--- src/dct_pkg.sv ---
// Shared constants, register map and types for the counter/timer block.
`default_nettype none
package dct_pkg;
    localparam int ADDR_W = 6;
    localparam int DATA_W = 32;
    localparam int BE_W   = 4;
    localparam int BYTE_W = 8;
    localparam int CNT_W  = 16;
    localparam int SYN_W  = 6;
    localparam int DIV_W  = 4;

    // Word offsets of the register map, in byte addresses.
    localparam logic [ADDR_W-1:0] OFF_AUX   = 6'h00;
    localparam logic [ADDR_W-1:0] OFF_UPPER = 6'h04;
    localparam logic [ADDR_W-1:0] OFF_LOWER = 6'h08;
    localparam logic [ADDR_W-1:0] OFF_ISR   = 6'h0C;
    localparam logic [ADDR_W-1:0] OFF_IMR   = 6'h10;
    localparam logic [ADDR_W-1:0] OFF_START = 6'h14;
    localparam logic [ADDR_W-1:0] OFF_STOP  = 6'h18;
    localparam logic [ADDR_W-1:0] OFF_OPCFG = 6'h1C;
    localparam logic [ADDR_W-1:0] OFF_COUNT = 6'h20;

    // Field positions.
    localparam int AUX_SRC_LSB   = 4;
    localparam int AUX_SRC_MSB   = 6;
    localparam int ISR_READY_BIT = 3;
    localparam int OPCFG_CT_BIT  = 0;
    localparam int OPCFG_LVL_BIT = 1;
    localparam int OPCFG_W       = 2;

    // Bit positions inside the synchronised source vector.
    localparam int SYN_IP2 = 0;
    localparam int SYN_EXT = 4;
    localparam int SYN_TXA = 4;
    localparam int SYN_TXB = 5;

    // Reset values and counting constants.
    localparam logic [BYTE_W-1:0]  BYTE_RST  = 8'h00;
    localparam logic [OPCFG_W-1:0] OPCFG_RST = 2'h2;
    localparam logic [CNT_W-1:0]   CNT_ZERO  = 16'h0000;
    localparam logic [CNT_W-1:0]   CNT_ONE   = 16'h0001;
    localparam logic [CNT_W-1:0]   CNT_ALL1  = 16'hFFFF;
    localparam logic [DIV_W-1:0]   DIV16_MAX = 4'hF;
    localparam logic [DIV_W-1:0]   DIV_ZERO  = 4'h0;

    // Source-select codes; the top bit selects timer mode.
    typedef enum logic [2:0] {
        CNT_IP2    = 3'b000,
        CNT_TXA    = 3'b001,
        CNT_TXB    = 3'b010,
        CNT_OSC16  = 3'b011,
        TMR_IP2    = 3'b100,
        TMR_IP2_16 = 3'b101,
        TMR_OSC    = 3'b110,
        TMR_OSC16  = 3'b111
    } dct_src_e;

    typedef struct packed {
        logic              read;
        logic              write;
        logic [ADDR_W-1:0] address;
        logic [DATA_W-1:0] writedata;
        logic [BE_W-1:0]   byteenable;
    } dct_avl_req_s;
endpackage
`default_nettype wire

--- src/dct_counter_timer.sv ---
// Counter/timer with Avalon-MM register slave, source selection and output pin.
// Notes on behaviour
// [RULE1] The counter is sixteen bits wide and counts down from a software value.
// [RULE2] A three-bit source field picks mode and the counted source.
// [RULE3] In counter mode codes 001 and 010 count channel A or B transmit clocks.
// [RULE4] Top field bit set means timer mode; low bits pick input or oscillator.
// [RULE5] The timer output feeds both channels' clock-select multiplexers.
// [RULE6] Timer square wave period is twice the count in source periods.
// [RULE7] Count equals upper byte times 256 plus lower byte, unsigned.
// [RULE8] Output pin 3 carries the square wave when assigned to the timer.
// [RULE9] Used as bit clock, the timer output is a 16X clock.
// [RULE10] Timer count writes apply from the next half cycle only.
// [RULE11] Start loads the count and begins; timer mode then runs freely.
// [RULE12] Start while timing aborts the cycle and restarts with current registers.
// [RULE13] Timer mode sets the ready bit once per square-wave cycle.
// [RULE14] Ready raises the interrupt only when its mask bit is set.
// [RULE15] Stop in timer mode clears ready but keeps the wave running.
// [RULE16] Counter mode counts pulses down after start and flags zero.
// [RULE17] Counter mode wraps past zero to all ones until stopped.
// [RULE18] Counter mode pin 3 stays high until zero, low after; stop restores it.
// [RULE19] Start while counting restarts from the current count registers.
// [RULE20] Counter mode count writes take effect only at the next start.
// [RULE21] Input pins 2 to 5 are offered as direct external channel clocks.
// [RULE22] Selected source is synchronised and counted on its rising edges.
// [RULE23] Timer mode reloads and toggles the wave at each expiry.
// [RULE24] Software programs count and source before start, and stops to acknowledge.
`default_nettype none
module dct_counter_timer (
    input  wire logic                  ref_clk,        // 100 MHz oscillator clock
    input  wire logic                  rst_n,          // Asynchronous reset, active low
    input  wire dct_pkg::dct_avl_req_s avl_req,        // Avalon-MM request group
    output logic [dct_pkg::DATA_W-1:0] avl_readdata,   // Avalon-MM read data
    output logic                       avl_waitrequest,// Avalon-MM wait request
    input  wire logic [3:0]            general_inputs_2_to_5, // Input pins 2 to 5
    input  wire logic                  chan_a_tx_clock,// Channel A transmit 1X clock
    input  wire logic                  chan_b_tx_clock,// Channel B transmit 1X clock
    output logic                       general_output_3,  // Output pin 3
    output logic                       ct_clk_out,     // Timer clock to clock selects
    output logic                       ct_bit_tick,    // One pulse per 16 timer cycles
    output logic [3:0]                 ext_clk_out,    // Synchronised pins 2 to 5
    output logic                       irq             // Interrupt, active high
);
    localparam int CW = dct_pkg::CNT_W;
    localparam int BW = dct_pkg::BYTE_W;

    logic [dct_pkg::SYN_W-1:0]   sync1_q;
    logic [dct_pkg::SYN_W-1:0]   sync2_q;
    logic [dct_pkg::SYN_W-1:0]   sync3_q;
    logic [dct_pkg::SYN_W-1:0]   rise;
    logic [dct_pkg::DIV_W-1:0]   osc_div_q;
    logic [dct_pkg::DIV_W-1:0]   ip2_div_q;
    logic [dct_pkg::DIV_W-1:0]   bit_div_q;
    logic                        osc16_tick;
    logic                        ip216_tick;
    logic                        tick;
    logic                        wait_q;
    logic [dct_pkg::DATA_W-1:0]  rdata_q;
    logic [BW-1:0]               aux_q;
    logic [BW-1:0]               upper_q;
    logic [BW-1:0]               lower_q;
    logic [BW-1:0]               imr_q;
    logic [dct_pkg::OPCFG_W-1:0] opcfg_q;
    logic [CW-1:0]               count_q;
    logic [CW-1:0]               reload;
    logic                        running_q;
    logic                        sq_q;
    logic                        tc_q;
    logic                        ready_q;
    logic                        op3_q;
    logic                        ct_clk_q;
    logic                        bit_tick_q;
    logic                        irq_q;
    logic [3:0]                  ext_q;
    logic                        req_any;
    logic                        fire;
    logic                        wr_fire;
    logic                        start_fire;
    logic                        stop_fire;
    logic                        timer_mode;
    logic                        expire;
    logic                        ready_set;
    logic                        sq_rise_ev;
    logic [dct_pkg::DATA_W-1:0]  rmux;
    dct_pkg::dct_src_e           src;

    assign avl_readdata     = rdata_q;
    assign avl_waitrequest  = wait_q;
    assign general_output_3 = op3_q;
    assign ct_clk_out       = ct_clk_q;
    assign ct_bit_tick      = bit_tick_q;
    assign ext_clk_out      = ext_q;
    assign irq              = irq_q;

    // Source synchronisers; stage one feeds stage two only.
    always_ff @(posedge ref_clk or negedge rst_n) begin
        if (!rst_n) begin
            sync1_q <= '0;
            sync2_q <= '0;
            sync3_q <= '0;
        end else begin
            sync1_q <= {chan_b_tx_clock, chan_a_tx_clock, general_inputs_2_to_5};
            sync2_q <= sync1_q;
            sync3_q <= sync2_q;
        end
    end
    assign rise = sync2_q & ~sync3_q; // RULE22

    // Pins 2 to 5 go out to the clock-select multiplexers.
    always_ff @(posedge ref_clk or negedge rst_n) begin
        if (!rst_n) begin
            ext_q <= '0;
        end else begin
            ext_q <= sync2_q[dct_pkg::SYN_EXT-1:0]; // RULE21
        end
    end

    // Divide-by-16 prescalers for the oscillator and for input pin 2.
    always_ff @(posedge ref_clk or negedge rst_n) begin
        if (!rst_n) begin
            osc_div_q <= dct_pkg::DIV_ZERO;
            ip2_div_q <= dct_pkg::DIV_ZERO;
        end else begin
            osc_div_q <= osc_div_q + 1'b1;
            if (rise[dct_pkg::SYN_IP2]) begin
                ip2_div_q <= ip2_div_q + 1'b1;
            end
        end
    end
    assign osc16_tick = (osc_div_q == dct_pkg::DIV16_MAX);
    assign ip216_tick = rise[dct_pkg::SYN_IP2] && (ip2_div_q == dct_pkg::DIV16_MAX);

    assign src        = dct_pkg::dct_src_e'(aux_q[dct_pkg::AUX_SRC_MSB:dct_pkg::AUX_SRC_LSB]);
    assign timer_mode = aux_q[dct_pkg::AUX_SRC_MSB]; // RULE4

    always_comb begin
        case (src) // RULE2
            dct_pkg::CNT_IP2:    tick = rise[dct_pkg::SYN_IP2];
            dct_pkg::CNT_TXA:    tick = rise[dct_pkg::SYN_TXA]; // RULE3
            dct_pkg::CNT_TXB:    tick = rise[dct_pkg::SYN_TXB]; // RULE3
            dct_pkg::CNT_OSC16:  tick = osc16_tick;
            dct_pkg::TMR_IP2:    tick = rise[dct_pkg::SYN_IP2];
            dct_pkg::TMR_IP2_16: tick = ip216_tick;
            dct_pkg::TMR_OSC:    tick = 1'b1;
            dct_pkg::TMR_OSC16:  tick = osc16_tick;
            default:             tick = 1'b0;
        endcase
    end

    // Bus slave: every access takes one wait state.
    assign req_any    = avl_req.read || avl_req.write;
    assign fire       = req_any && !wait_q;
    assign wr_fire    = fire && avl_req.write && avl_req.byteenable[0];
    assign start_fire = fire && (avl_req.address == dct_pkg::OFF_START);
    assign stop_fire  = fire && (avl_req.address == dct_pkg::OFF_STOP);

    always_ff @(posedge ref_clk or negedge rst_n) begin
        if (!rst_n) begin
            wait_q <= 1'b1;
        end else if (req_any && wait_q) begin
            wait_q <= 1'b0;
        end else begin
            wait_q <= 1'b1;
        end
    end

    always_comb begin
        rmux = '0;
        case (avl_req.address)
            dct_pkg::OFF_AUX:   rmux[BW-1:0] = aux_q;
            dct_pkg::OFF_UPPER: rmux[BW-1:0] = upper_q;
            dct_pkg::OFF_LOWER: rmux[BW-1:0] = lower_q;
            dct_pkg::OFF_ISR:   rmux[dct_pkg::ISR_READY_BIT] = ready_q;
            dct_pkg::OFF_IMR:   rmux[BW-1:0] = imr_q;
            dct_pkg::OFF_OPCFG: rmux[dct_pkg::OPCFG_W-1:0] = opcfg_q;
            dct_pkg::OFF_COUNT: rmux[CW-1:0] = count_q;
            default:            rmux = '0;
        endcase
    end

    always_ff @(posedge ref_clk or negedge rst_n) begin
        if (!rst_n) begin
            rdata_q <= '0;
        end else if (avl_req.read && wait_q) begin
            rdata_q <= rmux;
        end
    end

    // Software registers; unmapped writes are dropped.
    always_ff @(posedge ref_clk or negedge rst_n) begin
        if (!rst_n) begin
            aux_q   <= dct_pkg::BYTE_RST;
            upper_q <= dct_pkg::BYTE_RST;
            lower_q <= dct_pkg::BYTE_RST;
            imr_q   <= dct_pkg::BYTE_RST;
            opcfg_q <= dct_pkg::OPCFG_RST;
        end else if (wr_fire) begin
            case (avl_req.address)
                dct_pkg::OFF_AUX:   aux_q   <= avl_req.writedata[BW-1:0];
                dct_pkg::OFF_UPPER: upper_q <= avl_req.writedata[BW-1:0];
                dct_pkg::OFF_LOWER: lower_q <= avl_req.writedata[BW-1:0];
                dct_pkg::OFF_IMR:   imr_q   <= avl_req.writedata[BW-1:0];
                dct_pkg::OFF_OPCFG: opcfg_q <= avl_req.writedata[dct_pkg::OPCFG_W-1:0];
                default:            aux_q   <= aux_q;
            endcase
        end
    end

    // Concatenation is upper times 256 plus lower, unsigned.
    assign reload = {upper_q, lower_q}; // RULE7

    assign expire     = running_q && tick && (count_q <= dct_pkg::CNT_ONE);
    assign sq_rise_ev = timer_mode && expire && !sq_q && !start_fire;

    // The count registers are sampled only at start, or at a timer half cycle.
    always_ff @(posedge ref_clk or negedge rst_n) begin
        if (!rst_n) begin
            count_q   <= dct_pkg::CNT_ZERO;
            running_q <= 1'b0;
            sq_q      <= 1'b1;
            tc_q      <= 1'b0;
        end else if (start_fire) begin
            count_q   <= reload; // RULE1 RULE11 RULE12 RULE19 RULE20
            running_q <= 1'b1;
            sq_q      <= 1'b1;
            tc_q      <= 1'b0;
        end else if (timer_mode) begin
            tc_q <= 1'b0;
            if (expire) begin
                count_q <= reload; // RULE10 RULE23
                sq_q    <= !sq_q; // RULE6 RULE23
            end else if (running_q && tick) begin
                count_q <= count_q - 1'b1;
            end
        end else begin
            sq_q <= 1'b1;
            if (stop_fire) begin
                running_q <= 1'b0;
                tc_q      <= 1'b0; // RULE18
            end else if (running_q && tick) begin
                count_q <= count_q - 1'b1; // RULE16 RULE17
                if (count_q == dct_pkg::CNT_ONE) begin
                    tc_q <= 1'b1;
                end
            end
        end
    end

    // Ready: in timer mode a set in the same cycle as a clear wins; in counter mode the stop wins.
    always_comb begin
        if (timer_mode) begin
            ready_set = expire && sq_q && !start_fire; // RULE13
        end else begin
            ready_set = running_q && tick && (count_q == dct_pkg::CNT_ONE)
                        && !start_fire && !stop_fire; // RULE16
        end
    end

    always_ff @(posedge ref_clk or negedge rst_n) begin
        if (!rst_n) begin
            ready_q <= 1'b0;
        end else begin
            ready_q <= ready_set || (ready_q && !stop_fire); // RULE15 RULE18
        end
    end

    // Pin, clock and interrupt outputs.
    always_ff @(posedge ref_clk or negedge rst_n) begin
        if (!rst_n) begin
            op3_q      <= 1'b1;
            ct_clk_q   <= 1'b1;
            bit_tick_q <= 1'b0;
            bit_div_q  <= dct_pkg::DIV_ZERO;
            irq_q      <= 1'b0;
        end else begin
            if (!opcfg_q[dct_pkg::OPCFG_CT_BIT]) begin
                op3_q <= opcfg_q[dct_pkg::OPCFG_LVL_BIT];
            end else if (timer_mode) begin
                op3_q <= sq_q; // RULE8
            end else begin
                op3_q <= !tc_q; // RULE18
            end
            ct_clk_q <= sq_q; // RULE5
            if (sq_rise_ev) begin
                bit_div_q <= bit_div_q + 1'b1;
            end
            bit_tick_q <= sq_rise_ev && (bit_div_q == dct_pkg::DIV16_MAX); // RULE9
            irq_q      <= ready_q && imr_q[dct_pkg::ISR_READY_BIT]; // RULE14
        end
    end
endmodule
`default_nettype wire

--- config.mk ---
export PLATFORM = sky130hd
export DESIGN_NAME = dct_counter_timer
export DESIGN_NICKNAME = d
export VERILOG_FILES = /design/src/dct_pkg.sv /design/src/dct_counter_timer.sv
export SDC_FILE = /design/constraint.sdc
export NUM_CORES = 1
export LEC_CHECK = 0
export BUFFER_PORTS_ARGS = -buffer_cell sky130_fd_sc_hd__clkbuf_2
export CAP_MARGIN = 10
export CORE_AREA = 2 2 93 95
export CTS_BUF_LIST = sky130_fd_sc_hd__clkbuf_8
export CTS_CLUSTER_SIZE = 14
export DETAILED_ROUTE_END_ITERATION = 16
export DIE_AREA = 0 0 95 97
export PLACE_DENSITY = 0.84
export SYNTH_ARGS = -nofsm -noshare
export SYNTH_HDL_FRONTEND = slang
export SYNTH_SLANG_ARGS = --single-unit
--- constraint.sdc ---
create_clock -name ref_clk -period 7.5 [get_ports ref_clk]
set_input_delay 0.75 -clock ref_clk [delete_from_list [all_inputs] [get_ports ref_clk]]
set_output_delay 0.75 -clock ref_clk [all_outputs]
set_load 0.05 [all_outputs]
## Yosys cells after proc, flatten, opt, wreduce, memory -nomap -nowiden

Cells that the tools add are included.

| cells by class | value |
|---|---|
| $add $sub $neg | 4 |
| magnitude comparators | 1 |
| equal/unequal tests | 22 |
| muxes and demuxes | 26 |
| bitwise operators | 2 |
| reduce and logical (&&, ||, !) cells | 42 |

Operators with widths:

| operator | number |
|---|---|
| $mux 16 | 5 |
| $eq 6x5->1 const B | 4 |
| $logic_and 1x1->1 | 21 |
| $pmux 4 s5 | 1 |
| $eq 16x1->1 const B | 1 |
| $le 16x1->1 const B | 1 |
| $sub 16x1->16 const B | 1 |
| $mux 1 | 15 |
| $reduce_and 2->1 | 7 |
| $add 4x1->4 const B | 3 |
| $eq 3x3->1 const B | 4 |
| $eq 4x4->1 const B | 3 |
| $eq 6x4->1 const B | 2 |
| $pmux 1 s6 | 2 |
| $pmux 2 s6 | 1 |
| $mux 8 | 1 |
| $reduce_bool 4->1 | 2 |
| $and 6x6->6 | 1 |
| $eq 3x2->1 const B | 2 |
| $eq 6x3->1 const B | 1 |
| $eq 6x6->1 const B | 1 |
| $logic_not 6->1 | 1 |
| $not 6->6 | 1 |
| $logic_not 1->1 | 5 |
| other kinds (9) | 11 |

| storage, ports and cells | value |
|---|---|
| register bits | 109 |
| input bits | 52 |
| output and inout bits | 41 |
| word-level logic and storage cells | 120 |

## Logic depth before layout (Yosys ltp)

| logic depth | value |
|---|---|
| word-level depth | 10 |
| mapped depth | 9 |
| depth with buffers taken out | 8 |

## Worst setup path after synthesis

Ideal clock, no wire load.

| timing path | value |
|---|---|
| path kind | in2reg |
| start | in avl_req[42] (netlist bit) |
| end | reg bit_div_q[1] (netlist bit) |
| library setup time | 125 ps |
| data arrival time | 2,414 ps |
| data required time | 7,375 ps |
| path slack | 4,961 ps |
| stages | 7 |
| buffers on the path | 1 |
| path through | or2_2 > clkbuf_1 > nand4_1 > nand2_1 > or2_2 > or2_2 > mux2_2 |

| on the way | value |
|---|---|
| longest elaborated chain between the ends | 5 |

Ends and longest elaborated chain:

| element | line | source |
|---|---|---|
| start: declaration | dct_counter_timer.sv:31 | `input wire dct_pkg::dct_avl_req_s avl_req,` |
| $logic_or 1x1->1 | dct_counter_timer.sv:150 | `assign req_any = avl_req.read \|\| avl_req.write;` |
| $logic_and 1x1->1 | dct_counter_timer.sv:151 | `assign fire = req_any && !wait_q;` |
| $logic_and 1x1->1 | dct_counter_timer.sv:153 | `assign start_fire = fire && (avl_req.address == dct_pkg::OFF_START);` |
| $logic_not 1->1 | dct_counter_timer.sv:212 | `assign sq_rise_ev = timer_mode && expire && !sq_q && !start_fire;` |
| $logic_and 1x1->1 | dct_counter_timer.sv:212 |  |
| end signal: assignment | dct_counter_timer.sv:272 | `bit_div_q <= dct_pkg::DIV_ZERO;` |
| end signal: assignment | dct_counter_timer.sv:284 | `bit_div_q <= bit_div_q + 1'b1;` |
| end: declaration | dct_counter_timer.sv:52 | `logic [dct_pkg::DIV_W-1:0] bit_div_q;` |

No other way between the ends.
A chain may end at the register's enable or synchronous reset.

## Worst setup path in the final report

| timing path | value |
|---|---|
| start | reg aux_q[6] |
| end | reg bit_div_q[2] (netlist bit) |

| on the way | value |
|---|---|
| longest elaborated chain between the ends | 8 |
| elaborated cells between the ends (all ways) | 16 |
| classes of those cells | 7 x eq/ne; 1 x mux; 8 x reduce/logical |

Ends and longest elaborated chain:

| element | line | source |
|---|---|---|
| start: declaration | dct_counter_timer.sv:58 | `logic [BW-1:0] aux_q;` |
| start signal: assignment | dct_counter_timer.sv:191 | `aux_q <= dct_pkg::BYTE_RST;` |
| start signal: assignment | dct_counter_timer.sv:198 | `dct_pkg::OFF_AUX: aux_q <= avl_req.writedata[BW-1:0];` |
| start signal: assignment | dct_counter_timer.sv:203 | `default: aux_q <= aux_q;` |
| $eq 3x3->1, or another cell as far along | dct_counter_timer.sv:136 | `case (src)` |
| $reduce_or 2->1 (no line) | n/a |  |
| $pmux 1 s6 | dct_counter_timer.sv:136 |  |
| $logic_and 1x1->1 (2 in a row) | dct_counter_timer.sv:211 | `assign expire = running_q && tick && (count_q <= dct_pkg::CNT_ONE);` |
| $logic_and 1x1->1 * (3 in a row) | dct_counter_timer.sv:212 |  |

Mark *: on every way between the ends. The rest lies on a longest branch, timed or not.

==> flow_summary_export.csv <==
group,metric,value,unit
sta,skew,11.5,ps
setup_path,timing.rr.start,"aux_q[6]",
sta,max_freq,338,MHz
detailed_routing,drt-initial-drc-count,335,
synth,yosysWarnings,0,
placed_design,dpl.hpwl,7.04,mm
setup_path,timing.rr.end,"bit_div_q[2]",
cts,cts_max_level,3,
placed_design,dp.cells,551,
detailed_routing,drc,0,
cts,hold_buffers,0,
finish,mostFrequentLayoutCells,"100 x dfrtp_1, 48 x clkbuf_2, 39 x mux2_2",
cts,cts-resized-gates,0,
grt,grt_usage,22.9,%
synth,netlist_area,4770,sq um
detailed_routing,viasPerCell,5.94,
setup_path,startpoint_type,"register",
synth,yosys.area.top_type_share,52.4,%
sta,slew_viol_final,0,
synth,yosysTopAreaCell,"dfrtp_1",
sta,min_period_over_period,39.5,%
synth,yosysSeqAreaShare,55.2,%
synth,ys_types,44,
detailed_routing,vias,3369,
synth,synth_flop_cell,"dfrtp_1",
power_and_ir_drop,p_total,1.25,mW
synth,async_flop_share,100,%
sta,tns,0,ps
cts,clk_pin_slew_worst_paths,110,ps
cts,clock_path_buffers,2,
detailed_routing,first_pass_iters,7,
die,dieArea,9220,sq um
finish,n_antenna_cell,0,
setup_path,crit_type,"reg2reg",
cts,cts-root-buf,"clkbuf_8",
detailed_routing,ant_nets,0,
placed_design,place_ws,4500,ps
finish,drive_above_1_share,25.3,%
power_and_ir_drop,leakage,2.39,nW
synth,synth_seq_cells,105,
finish,fin_cells,567,
grt,grt_max_degree,61,
sta,slew-limit-headroom,28.5,%
sta,rsz0062_at_grt,"no",
outcome,outcome,"completed",
finish,syn_to_final_growth,8.68,%
power_and_ir_drop,powerDensity,240,nW/um^2
cts,numCtsBuffers,9,
setup_path,crit_path_max_fanout,16,
die,io_pins,93,
die,fp-row-count,33,
placed_design,gp_congestion,0.897,
min_path,min_path_type,"in2async",
cts,cts.sink_count,105,
synth,synth.avg_cell_area,11.4,sq um
finish,fin_nets,514,
setup_path,cp.arrival,3260,ps
cts,clkLatencyLatePin,380,ps
setup_path,r2r_slack,4540,ps
run,maxCapViolCount,0,
placed_design,port-buffer-count,49,
synth,synth_area_leaders,"dfrtp_1 52%, mux2_2 9.2%, buf_4 3.5%",
finish,utilization,63.8,%
die,dieHeight,97,microns
die,die_x,95,microns
sta,hold_violations,0,
setup_path,endpoint,"bit_div_q[2]",
die,coreArea,8130,sq um
power_and_ir_drop,ir_drop,0.114,mV
setup_path,critPathLaunch,"aux_q[6]",
sta,setup_viol,0,
finish,final_common_cell,"dfrtp_1",
synth,synth-edff-count,0,
setup_path,r2r_cells,6,
setup_path,end_kind,"register",
grt,grt_overflow,0,
sta,tightest_slew,1070,ps
grt,grt_pass1_vias,3268,
grt,grt_pass1_wl,16.2,mm
detailed_routing,wl_per_cell,17.5,microns
detailed_routing,wl,9.91,mm
die,start_util,58.7,%
cts,cts_tree,"yes",
synth,synth_cells,417,
setup_path,worstPathRequired,7800,ps
sta,fin_ws,4540,ps
sta,period_minus_slack,2960,ps
grt,grt_antenna_before_repair,0,
cts,cts_setup_buffers,0,
[metrics by stage]
stage | hold WS, ps | cell area (sq um)
finish | 352 | 5190
global route | 362 | 5190
CTS | 358 | 5190
detailed placement | 336 | 5000
global placement | 332 | 5000
floorplan | 331 | 4830
[worst min-delay path by stage]
stage,to,depth (start not counted)
2_1_floorplan,ext_clk_out[1],0
3_3_place_gp,sync3_q[3],0
3_5_place_dp,sync2_q[3],0
4_1_cts,ext_clk_out[0],1
5_1_grt,sync2_q[3],0
6_report,ext_clk_out[0],1
[flip-flops by register name, summed over array words and instances, names as in the netlist, 6 cells and up]
| signal | cells |
|---|---|
| aux_q | 8 |
| avl_readdata | 16 |
| count_q | 16 |
| imr_q | 8 |
| lower_q | 8 |
| sync1_q | 6 |
| sync2_q | 6 |
| upper_q | 8 |
[cell type report]
cell class / instances / area [sq um]
timing repair buffer: 50 / 255
sequential: 105 / 2630
tap: 105 / 131
multi-input combinational: 286 / 1960
inverter: 5 / 18.8
clock buffer: 10 / 138
fill: 629 / 2950
clock inverter: 6 / 51.3
[power by group]
part / leakage, nW / internal (mW) / switching, mW
Clock: 0.0870 / 0.134 / 0.204
Combinational: 0.957 / 0.0794 / 0.126
Sequential: 1.34 / 0.630 / 0.0722
Total: 2.39 / 0.843 / 0.403
[kinds of logic (layout without fill, tap and decap cells)]
family	count (synthesis)	after routing	synth area share [%]
and+or+nand+nor	133	133	14.7
DFF	105	105	55.2
AOI/OAI and AO/OA	61	61	8.42
muxes	49	49	11.3
buffers and inverters	41	71	4.96
xor gates and xnor gates	22	22	4.04
adders and majority gates	5	5	1.31
other	1	16	0.0786
[cell usage after synthesis (5+ instances only)]
| cell | number |
|---|---|
| xnor2_1 | 13 |
| nor3_1 | 9 |
| nand2_1 | 38 |
| a221oi_1 | 5 |
| nor4_1 | 10 |
| mux2i_1 | 10 |
| dfrtp_1 | 100 |
| buf_4 | 22 |
| nand3_1 | 7 |
| dfstp_2 | 5 |
| mux2_2 | 39 |
| nor2_1 | 25 |
| xor2_1 | 9 |
| clkbuf_1 | 14 |
| inv_1 | 5 |
| nand4_1 | 8 |
| a22o_1 | 9 |
| a21oi_1 | 12 |
| o21ai_0 | 24 |
| ha_1 | 5 |
[critical path: stages (launching register included)]
cell and delay [ps]:
dfrtp_1 660, nand2_1 100, o211a_1 270, o31ai_1 860
nand2_1 290, nor4b_1 510, xnor2_1 180
[metal layers]
metal | routed length (microns) | part of all wire, % | vias up | track usage, %
met5 | 0 | 0 | - | 0
met4 | 264 | 2.7 | 0 | 9.70
met3 | 604 | 6.1 | 23 | 3.43
met2 | 4810 | 49 | 141 | 36.0
met1 | 4230 | 43 | 1672 | 31.8
li1 | - | - | 1533 | -
(Power assumes the default switching activity.)
